### config.mk
export PLATFORM = sky130hd
export DESIGN_NAME = tps_sequencer
export DESIGN_NICKNAME = d
export VERILOG_FILES = /design/src/rtl/tps_pkg.sv /design/src/rtl/tps_sequencer.sv
export VERILOG_INCLUDE_DIRS = /design/src /design/src/rtl
export SDC_FILE = /design/constraint.sdc
export NUM_CORES = 1
export LEC_CHECK = 0
export ABC_AREA = 1
export BUFFER_PORTS_ARGS = -buffer_cell sky130_fd_sc_hd__buf_4
export CAP_MARGIN = 20
export CORE_UTILIZATION = 54
export DETAILED_ROUTE_END_ITERATION = 10
export PLACE_DENSITY = 0.76
export SKIP_CTS_REPAIR_TIMING = 1
export SLEW_MARGIN = 20
export SYNTH_ARGS = -nofsm -noshare
export SYNTH_HDL_FRONTEND = slang
export SYNTH_SLANG_ARGS = --single-unit
### constraint.sdc
create_clock -name aclk -period 7.25 [get_ports aclk]
set_input_delay 1.0875 -clock aclk [delete_from_list [all_inputs] [get_ports aclk]]
set_output_delay 1.0875 -clock aclk [all_outputs]
set_load 0.01 [all_outputs]
### src/rtl/tps_params.svh
// Timing counts, register offsets and reset values of the rail sequencer
`ifndef TPS_PARAMS_SVH
`define TPS_PARAMS_SVH
`define TPS_CLK_MHZ 200
`define TPS_TICK_US 1000
`define TPS_TICK_CYCLES (`TPS_TICK_US * `TPS_CLK_MHZ)
`define TPS_STD_DELAY_MS 30
`define TPS_SETTLE_MS 120
`define TPS_REG_CTRL 12'h000
`define TPS_REG_UP 12'h004
`define TPS_REG_DOWN 12'h008
`define TPS_REG_STATUS 12'h00C
`define TPS_CTRL_ORDER_LSB 0
`define TPS_CTRL_LOCK_BIT 4
`define TPS_ORDER_RST 3'h0
`define TPS_DLY_W 8
`endif

### src/rtl/tps_pkg.sv
// Types of the rail sequencer
package tps_pkg;
    typedef enum logic [2:0] {
        TPS_OFF = 3'b000,
        TPS_UP1 = 3'b001,
        TPS_UP2 = 3'b011,
        TPS_UP3 = 3'b010,
        TPS_ON = 3'b110,
        TPS_SETTLE = 3'b111,
        TPS_DN = 3'b101
    } tps_state_t;
endpackage

### src/rtl/tps_sequencer.sv
// Three-rail power sequencer with AXI4-Lite configuration
//
// The register offsets and the AXI4-Lite slave port were decided locally.
`include "tps_params.svh"
module tps_sequencer import tps_pkg::*; #(
    parameter int TICK_CYCLES = `TPS_TICK_CYCLES,
    parameter int DLY_W = `TPS_DLY_W
) (
    // Clock and reset
    input wire logic aclk,
    input wire logic aresetn,
    // Sequencer enable
    input wire logic seq_enable,
    // Rail release open-drain pins
    input wire logic [2:0] rail_in,
    output logic rail_release_first_o,
    output logic rail_release_second_o,
    output logic rail_release_third_o,
    output logic [2:0] rail_oe,
    // AXI4-Lite write
    input wire logic [11:0] s_axi_awaddr,
    input wire logic s_axi_awvalid,
    output logic s_axi_awready,
    input wire logic [31:0] s_axi_wdata,
    input wire logic [3:0] s_axi_wstrb,
    input wire logic s_axi_wvalid,
    output logic s_axi_wready,
    output logic [1:0] s_axi_bresp,
    output logic s_axi_bvalid,
    input wire logic s_axi_bready,
    // AXI4-Lite read
    input wire logic [11:0] s_axi_araddr,
    input wire logic s_axi_arvalid,
    output logic s_axi_arready,
    output logic [31:0] s_axi_rdata,
    output logic [1:0] s_axi_rresp,
    output logic s_axi_rvalid,
    input wire logic s_axi_rready
);
    if (TICK_CYCLES < 2 || DLY_W < 7 || DLY_W > 10) begin : g_bad_params
        $error("tps_sequencer: bad parameters");
    end

    localparam logic [DLY_W-1:0] STD_DLY = DLY_W'(`TPS_STD_DELAY_MS);
    localparam logic [DLY_W-1:0] SETTLE = DLY_W'(`TPS_SETTLE_MS);

    // ------------------------------------------------------------
    // Configuration and sequencer state storage
    // ------------------------------------------------------------
    logic [DLY_W-1:0] up_delay [3];
    logic [DLY_W-1:0] down_delay [3];
    logic [2:0] down_order;
    logic [31:0] tick_cnt;
    logic tick;
    logic [DLY_W-1:0] dly_cnt;
    tps_state_t state;
    logic [1:0] step;
    logic [2:0] rel;
    logic en_d;

    // ------------------------------------------------------------
    // AXI4-Lite slave
    // ------------------------------------------------------------
    logic aw_held, w_held;
    logic [11:0] aw_addr;
    logic [31:0] w_data;
    logic [3:0] w_strb;
    wire do_write = aw_held && w_held && !s_axi_bvalid;
    wire wr_ctrl = aw_addr == `TPS_REG_CTRL;
    wire wr_up = aw_addr == `TPS_REG_UP;
    wire wr_down = aw_addr == `TPS_REG_DOWN;
    wire wr_ok = wr_ctrl || wr_up || wr_down || aw_addr == `TPS_REG_STATUS;
    wire order_ok = w_data[`TPS_CTRL_ORDER_LSB +: 3] < 3'h6;
    wire idle = state == TPS_OFF;
    wire rd_take = s_axi_arvalid && !s_axi_rvalid;
    logic [31:0] rd_word;
    logic rd_hit;

    always_comb begin
        rd_word = 32'h0000_0000;
        rd_hit = 1'b1;
        unique case (s_axi_araddr)
            `TPS_REG_CTRL: rd_word = {28'h000_0000, !idle, down_order};
            `TPS_REG_UP: rd_word = {8'h00, 8'(up_delay[2]), 8'(up_delay[1]), 8'(up_delay[0])};
            `TPS_REG_DOWN: rd_word = {8'h00, 8'(down_delay[2]), 8'(down_delay[1]), 8'(down_delay[0])};
            `TPS_REG_STATUS: rd_word = {16'h0000, 8'(dly_cnt), seq_enable, state, 1'b0, rel};
            default: rd_hit = 1'b0;
        endcase
    end

    always_ff @(posedge aclk) begin
        if (!aresetn) begin
            aw_held <= 1'b0;
            w_held <= 1'b0;
            aw_addr <= 12'h000;
            w_data <= 32'h0000_0000;
            w_strb <= 4'h0;
            s_axi_bvalid <= 1'b0;
            s_axi_bresp <= 2'h0;
            s_axi_rvalid <= 1'b0;
            s_axi_rresp <= 2'h0;
            s_axi_rdata <= 32'h0000_0000;
            s_axi_awready <= 1'b1;
            s_axi_wready <= 1'b1;
            s_axi_arready <= 1'b1;
        end else begin
            if (s_axi_awvalid && s_axi_awready) begin
                aw_held <= 1'b1;
                s_axi_awready <= 1'b0;
                aw_addr <= {s_axi_awaddr[11:2], 2'h0};
            end
            if (s_axi_wvalid && s_axi_wready) begin
                w_held <= 1'b1;
                s_axi_wready <= 1'b0;
                w_data <= s_axi_wdata;
                w_strb <= s_axi_wstrb;
            end
            if (do_write) begin
                aw_held <= 1'b0;
                w_held <= 1'b0;
                s_axi_awready <= 1'b1;
                s_axi_wready <= 1'b1;
                s_axi_bvalid <= 1'b1;
                s_axi_bresp <= wr_ok ? 2'h0 : 2'h2;
            end else if (s_axi_bready) begin
                s_axi_bvalid <= 1'b0;
            end
            if (rd_take) begin
                s_axi_rvalid <= 1'b1;
                s_axi_arready <= 1'b0;
                s_axi_rdata <= rd_word;
                s_axi_rresp <= rd_hit ? 2'h0 : 2'h2;
            end else if (s_axi_rready) begin
                s_axi_rvalid <= 1'b0;
                s_axi_arready <= 1'b1;
            end
        end
    end

    // Configuration only changes while sequencer idle
    always_ff @(posedge aclk) begin
        if (!aresetn) begin
            down_order <= `TPS_ORDER_RST;
        end else if (do_write && wr_ctrl && w_strb[0] && order_ok && idle) begin
            down_order <= w_data[`TPS_CTRL_ORDER_LSB +: 3];
        end
    end

    genvar gi;
    generate
        for (gi = 0; gi < 3; gi++) begin : g_cfg
            always_ff @(posedge aclk) begin
                if (!aresetn) begin
                    up_delay[gi] <= STD_DLY;
                    down_delay[gi] <= STD_DLY;
                end else if (do_write && idle && w_strb[gi]) begin
                    if (wr_up) up_delay[gi] <= DLY_W'(w_data[8*gi +: 8]);
                    if (wr_down) down_delay[gi] <= DLY_W'(w_data[8*gi +: 8]);
                end
            end
        end
    endgenerate

    // ------------------------------------------------------------
    // Shared millisecond prescaler
    // ------------------------------------------------------------
    always_ff @(posedge aclk) begin
        if (!aresetn || idle) begin
            tick_cnt <= 32'h0000_0000;
            tick <= 1'b0;
        end else begin
            tick <= tick_cnt == 32'(TICK_CYCLES - 1);
            tick_cnt <= (tick_cnt == 32'(TICK_CYCLES - 1)) ? 32'h0000_0000 : tick_cnt + 32'h0000_0001;
        end
    end

    // ------------------------------------------------------------
    // Sequencer
    // ------------------------------------------------------------
    // Down order table: rail index of steps 0 and 1, six orders
    logic [1:0] dn_rail;
    always_comb begin
        unique case ({down_order, step})
            {3'h0, 2'h0}: dn_rail = 2'h2;
            {3'h0, 2'h1}: dn_rail = 2'h1;
            {3'h1, 2'h0}: dn_rail = 2'h2;
            {3'h1, 2'h1}: dn_rail = 2'h0;
            {3'h2, 2'h0}: dn_rail = 2'h1;
            {3'h2, 2'h1}: dn_rail = 2'h2;
            {3'h3, 2'h0}: dn_rail = 2'h1;
            {3'h3, 2'h1}: dn_rail = 2'h0;
            {3'h4, 2'h0}: dn_rail = 2'h0;
            {3'h4, 2'h1}: dn_rail = 2'h2;
            {3'h5, 2'h0}: dn_rail = 2'h0;
            {3'h5, 2'h1}: dn_rail = 2'h1;
            default: dn_rail = 2'h0;
        endcase
    end
    // Last step: the rail not named in steps 0 and 1
    wire [1:0] cur_rail = (step == 2'h2) ? last_rail(down_order) : dn_rail;
    function automatic logic [1:0] last_rail(input logic [2:0] ord);
        unique case (ord)
            3'h0, 3'h2: last_rail = 2'h0;
            3'h1, 3'h4: last_rail = 2'h1;
            default: last_rail = 2'h2;
        endcase
    endfunction
    wire [DLY_W-1:0] cur_dly = (state == TPS_DN) ? down_delay[step] :
                               (state == TPS_SETTLE) ? SETTLE : up_delay[step];
    wire expired = tick && (dly_cnt + DLY_W'(1) >= cur_dly);
    wire zero_dly = cur_dly == '0;
    wire done = expired || zero_dly;

    always_ff @(posedge aclk) begin
        if (!aresetn) begin
            state <= TPS_OFF;
            step <= 2'h0;
            rel <= 3'b000;
            dly_cnt <= '0;
            en_d <= 1'b0;
        end else begin
            if (tick) dly_cnt <= dly_cnt + DLY_W'(1);
            unique case (state)
                TPS_OFF: begin
                    dly_cnt <= '0;
                    step <= 2'h0;
                    en_d <= 1'b1;
                    if (seq_enable) state <= TPS_UP1;
                end
                TPS_UP1: begin
                    if (!seq_enable) begin
                        dly_cnt <= '0;
                        state <= TPS_OFF;
                    end else if (done) begin
                        rel[0] <= 1'b1;
                        dly_cnt <= '0;
                        step <= 2'h1;
                        state <= TPS_UP2;
                    end
                end
                TPS_UP2, TPS_UP3: begin
                    // Drop stays remembered until power-down
                    if (!seq_enable) en_d <= 1'b0;
                    if (done) begin
                        rel[step] <= 1'b1;
                        dly_cnt <= '0;
                        step <= (state == TPS_UP2) ? 2'h2 : 2'h0;
                        state <= (state == TPS_UP2) ? TPS_UP3 :
                                 (!seq_enable || !en_d) ? TPS_SETTLE : TPS_ON;
                    end
                end
                TPS_SETTLE: begin
                    if (done) begin
                        dly_cnt <= '0;
                        state <= TPS_DN;
                    end
                end
                TPS_ON: begin
                    dly_cnt <= '0;
                    if (!seq_enable) state <= TPS_DN;
                end
                TPS_DN: begin
                    if (done) begin
                        rel[cur_rail] <= 1'b0;
                        dly_cnt <= '0;
                        step <= step + 2'h1;
                        if (step == 2'h2) state <= TPS_OFF;
                    end
                end
                default: state <= TPS_OFF;
            endcase
        end
    end

    // Open-drain drive: pull low while rail held
    always_ff @(posedge aclk) begin
        if (!aresetn) begin
            rail_oe <= 3'b111;
            rail_release_first_o <= 1'b0;
            rail_release_second_o <= 1'b0;
            rail_release_third_o <= 1'b0;
        end else begin
            rail_oe <= ~rel;
        end
    end

    // ------------------------------------------------------------
    // Checks
    // ------------------------------------------------------------
    property p_order_up;
        @(posedge aclk) disable iff (!aresetn) $rose(rel[1]) |-> rel[0];
    endproperty
    a_order_up: assert property (p_order_up) else $error("second rail released before first");
    property p_third_last;
        @(posedge aclk) disable iff (!aresetn) $rose(rel[2]) |-> rel[1] && rel[0];
    endproperty
    a_third_last: assert property (p_third_last) else $error("third rail released early");
    property p_od;
        @(posedge aclk) disable iff (!aresetn) ##1 rail_oe == ~$past(rel);
    endproperty
    a_od: assert property (p_od) else $error("open-drain enable not inverse of release");
    property p_held_off;
        @(posedge aclk) disable iff (!aresetn) state == TPS_OFF && !$past(seq_enable) |-> rel == 3'b000 || $past(state) == TPS_DN;
    endproperty
    a_held_off: assert property (p_held_off) else $error("rail released while idle");
    property p_abort_first;
        @(posedge aclk) disable iff (!aresetn) state == TPS_UP1 && !seq_enable |=> state == TPS_OFF && dly_cnt == '0 && rel == 3'b000;
    endproperty
    a_abort_first: assert property (p_abort_first) else $error("first timer not reset on early disable");
    property p_down_stays;
        @(posedge aclk) disable iff (!aresetn) state == TPS_DN |-> !$rose(rel[0]) && !$rose(rel[1]) && !$rose(rel[2]);
    endproperty
    a_down_stays: assert property (p_down_stays) else $error("rail released during power-down");
    property p_order_legal;
        @(posedge aclk) disable iff (!aresetn) down_order < 3'h6;
    endproperty
    a_order_legal: assert property (p_order_legal) else $error("illegal down order");
    property p_tick;
        @(posedge aclk) disable iff (!aresetn) tick |=> !tick;
    endproperty
    a_tick: assert property (p_tick) else $error("prescaler tick longer than one cycle");
endmodule // tps_sequencer

==> flow_summary.json <==
{
  "startpoint_type": "flop",
  "die_area_sq_mm": 0.0162,
  "cts_sinks": 176,
  "portBuffers": 90,
  "ys_seq_area_frac": 0.473,
  "ioPinCount": 118,
  "via_count": 7418,
  "start_util": 0.555,
  "synth-seq-cells": 176,
  "synthCells": 1125,
  "cp_common_cell": "nand2_1",
  "status": "finished clean",
  "drc": 0,
  "min_path_type": "reg2reg",
  "finalWirelength_um": 20100,
  "h-tree-depth": 4,
  "yosysWarningCount": 0,
  "wl_per_cell_um": 14.1,
  "core_area_sq_mm": 0.0153,
  "required_ns": 7.61,
  "place.gp.congestion": 0.967,
  "synth_commonest_cells": "nand2_1, inv_1, nor2_1, dfxtp_1, a21oi_1",
  "viasPerCell": 5.21,
  "worst_ep_arrival_time_ns": 3.67,
  "overflow": 0,
  "cts_buffer_depth": 2,
  "grt_start_max_net_pins": 60,
  "worst_pin_slew_ns": 0.820,
  "critPathMaxStageDelay_ns": 0.73,
  "clk-insertion-delay-late_ns": 0.44,
  "cts_made_buffers": 17,
  "synth.most_common_cell": "nand2_1",
  "yosysTopAreaCell": "dfxtp_1",
  "areaGrowthSynthToFinish_pct": 15.5,
  "finalSetupTns_ns": 0,
  "drive_gt1_frac": 0.131,
  "rsz0062_at_grt": "no",
  "cts.clk_slew.worst_paths_ns": 0.06,
  "antenna_left": 0,
  "synth_area_sq_mm": 0.00847,
  "powerDensity_mw_per_mm2": 260,
  "finalMaxSlewViolations": 0,
  "die_x_um": 127,
  "max_freq_mhz": 302,
  "peakVddDrop_uv": 162,
  "drt_pass1_iterations": 5,
  "synthArstFlopShare": 0,
  "slew_headroom": 0.452,
  "synth_flop_cell": "dfxtp_1",
  "crit_type": "reg2reg",
  "die_h_um": 127,
  "nets": 1286,
  "hold_ws_ns": 0.407,
  "fin_crit_ns": 3.31,
  "synth_edf_count": 48,
  "hold_depth": 1,
  "cp_slowest_cell": "dfxtp_1",
  "netlist.area_leader.share": 0.302,
  "grt_usage": 0.254,
  "synth.avg_cell_area_sq_um": 7.53,
  "crit_path_end_kind": "flop",
  "setup_viol": 0,
  "worst_clock_skew_ns": 0.00850,
  "antenna_cells": 0,
  "antenna_found_initial": 0,
  "cap_violations": 0,
  "reg2reg_depth": 17,
  "synth_cell_type_count": 43,
  "crit_chain": "inv_2 > nand2_1 > nand3_1 > nand3_1 > nand2_1 > nand2_1 > inv_1 > ha_1 > a21oi_1 > o21ai_0 > nand2_1 > nand4_1 > nand2_1 > nand2_2 > o32ai_1 > nand2_1 > nor2_1",
  "leakage_nw": 3.95,
  "yosys-top-cells-area": "dfxtp_1, edfxtp_1, nand2_1, inv_1, nor2_1",
  "dp.final_hpwl_um": 14800,
  "drt_iter0_drc": 653,
  "cts-root-buf": "clkbuf_16",
  "worst-path-max-fanout": 19,
  "hold_viol": 0,
  "tritoncts": "yes",
  "grt_pass1_wl_um": 32000,
  "r2r_slack_ns": 3.94,
  "grt_pass1_vias": 6608,
  "period_share": 0.456,
  "rows": 45
}
sequential cells by signal, indices dropped and copies added (netlist names), 8 cells and up, named ones only:
name and cells:
w_data 24, down_delay 24, up_delay 24, tick_cnt 32
dly_cnt 8, s_axi_rdata 24, aw_addr 10
per-stage QoR:
step | power (W) | instances | util | setup WS [ns] | cell area, sq um
2_1_floorplan | 0.00152 | 1137 | - | 4.81 | 8520
3_3_place_gp | 0.00164 | 1393 | 0.604 | 4.08 | 9210
3_5_place_dp | 0.00164 | 1393 | 0.604 | 4.12 | 9210
4_1_cts | 0.00253 | 1425 | 0.641 | 4.05 | 9780
5_1_grt | 0.00265 | 1425 | 0.641 | 3.69 | 9780
6_report | 0.00254 | 1425 | 0.641 | 3.94 | 9780
critical path, delay by kind of cell (launching register included):
family | cells | cell delay, ns
and+or+nand+nor | 11 | 1.44
DFF | 1 | 0.73
AOI/OAI and AO/OA | 3 | 0.45
buffers and inverters | 2 | 0.31
adders and majority gates | 1 | 0.30
power breakdown:
| part | internal [W] | switching [W] |
|---|---|---|
| clock network | 0.000508 | 0.000393 |
| logic | 0.000167 | 0.000359 |
| registers | 0.00106 | 0.0000567 |
| total | 0.00173 | 0.000808 |
metal layers:
| metal | wire, um | track usage | vias to the layer above |
|---|---|---|---|
| met1 | 9180 | 0.333 | 3360 |
| met3 | 1090 | 0.0511 | 38 |
| met2 | 9340 | 0.419 | 242 |
| met4 | 467 | 0.0910 | 0 |
| li1 | - | - | 3778 |
| met5 | 0 | 0 | - |
layout by cell type, fill, tap and decap left out, drive strengths merged, types with 14 or more instances in the layout:
| master | instances |
|---|---|
| nor2 | 143 |
| o21ai | 69 |
| ha | 14 |
| a21oi | 88 |
| nor3 | 34 |
| edfxtp | 48 |
| nand2 | 281 |
| clkbuf | 19 |
| inv | 151 |
| buf | 93 |
| dfxtp | 128 |
| nand3 | 41 |
layout make-up:
| class | instances | area, sq um |
|---|---|---|
| fill | 1383 | 5470 |
| sequential | 176 | 4000 |
| multi-input combinational | 762 | 3680 |
| timing repair buffer | 93 | 698 |
| inverter | 151 | 568 |
| clock buffer | 19 | 433 |
| tap | 211 | 264 |
| clock inverter | 13 | 136 |
path summary, 6_finish.rpt:
check	endpoint	start
worst min-delay path	rail_oe[2]$_SDFF_PN1_	rel[2]$_SDFFE_PN0P_
worst min register to register	rail_oe[2]$_SDFF_PN1_	rel[2]$_SDFFE_PN0P_
worst max-delay path	dly_cnt[7]$_SDFF_PN0_	flop
worst max register to register	dly_cnt[7]$_SDFF_PN0_	flop
cell families after synthesis:
kind of cell,count (synthesis),share of synthesized area
simple gates,533,0.269
buf+inv,199,0.0991
compound gates,189,0.125
flops,176,0.473
fa+ha+maj,14,0.0207
xor+xnor,13,0.0134
other cells,1,0.000443
Note: power is estimated with default switching activity, not from simulation.
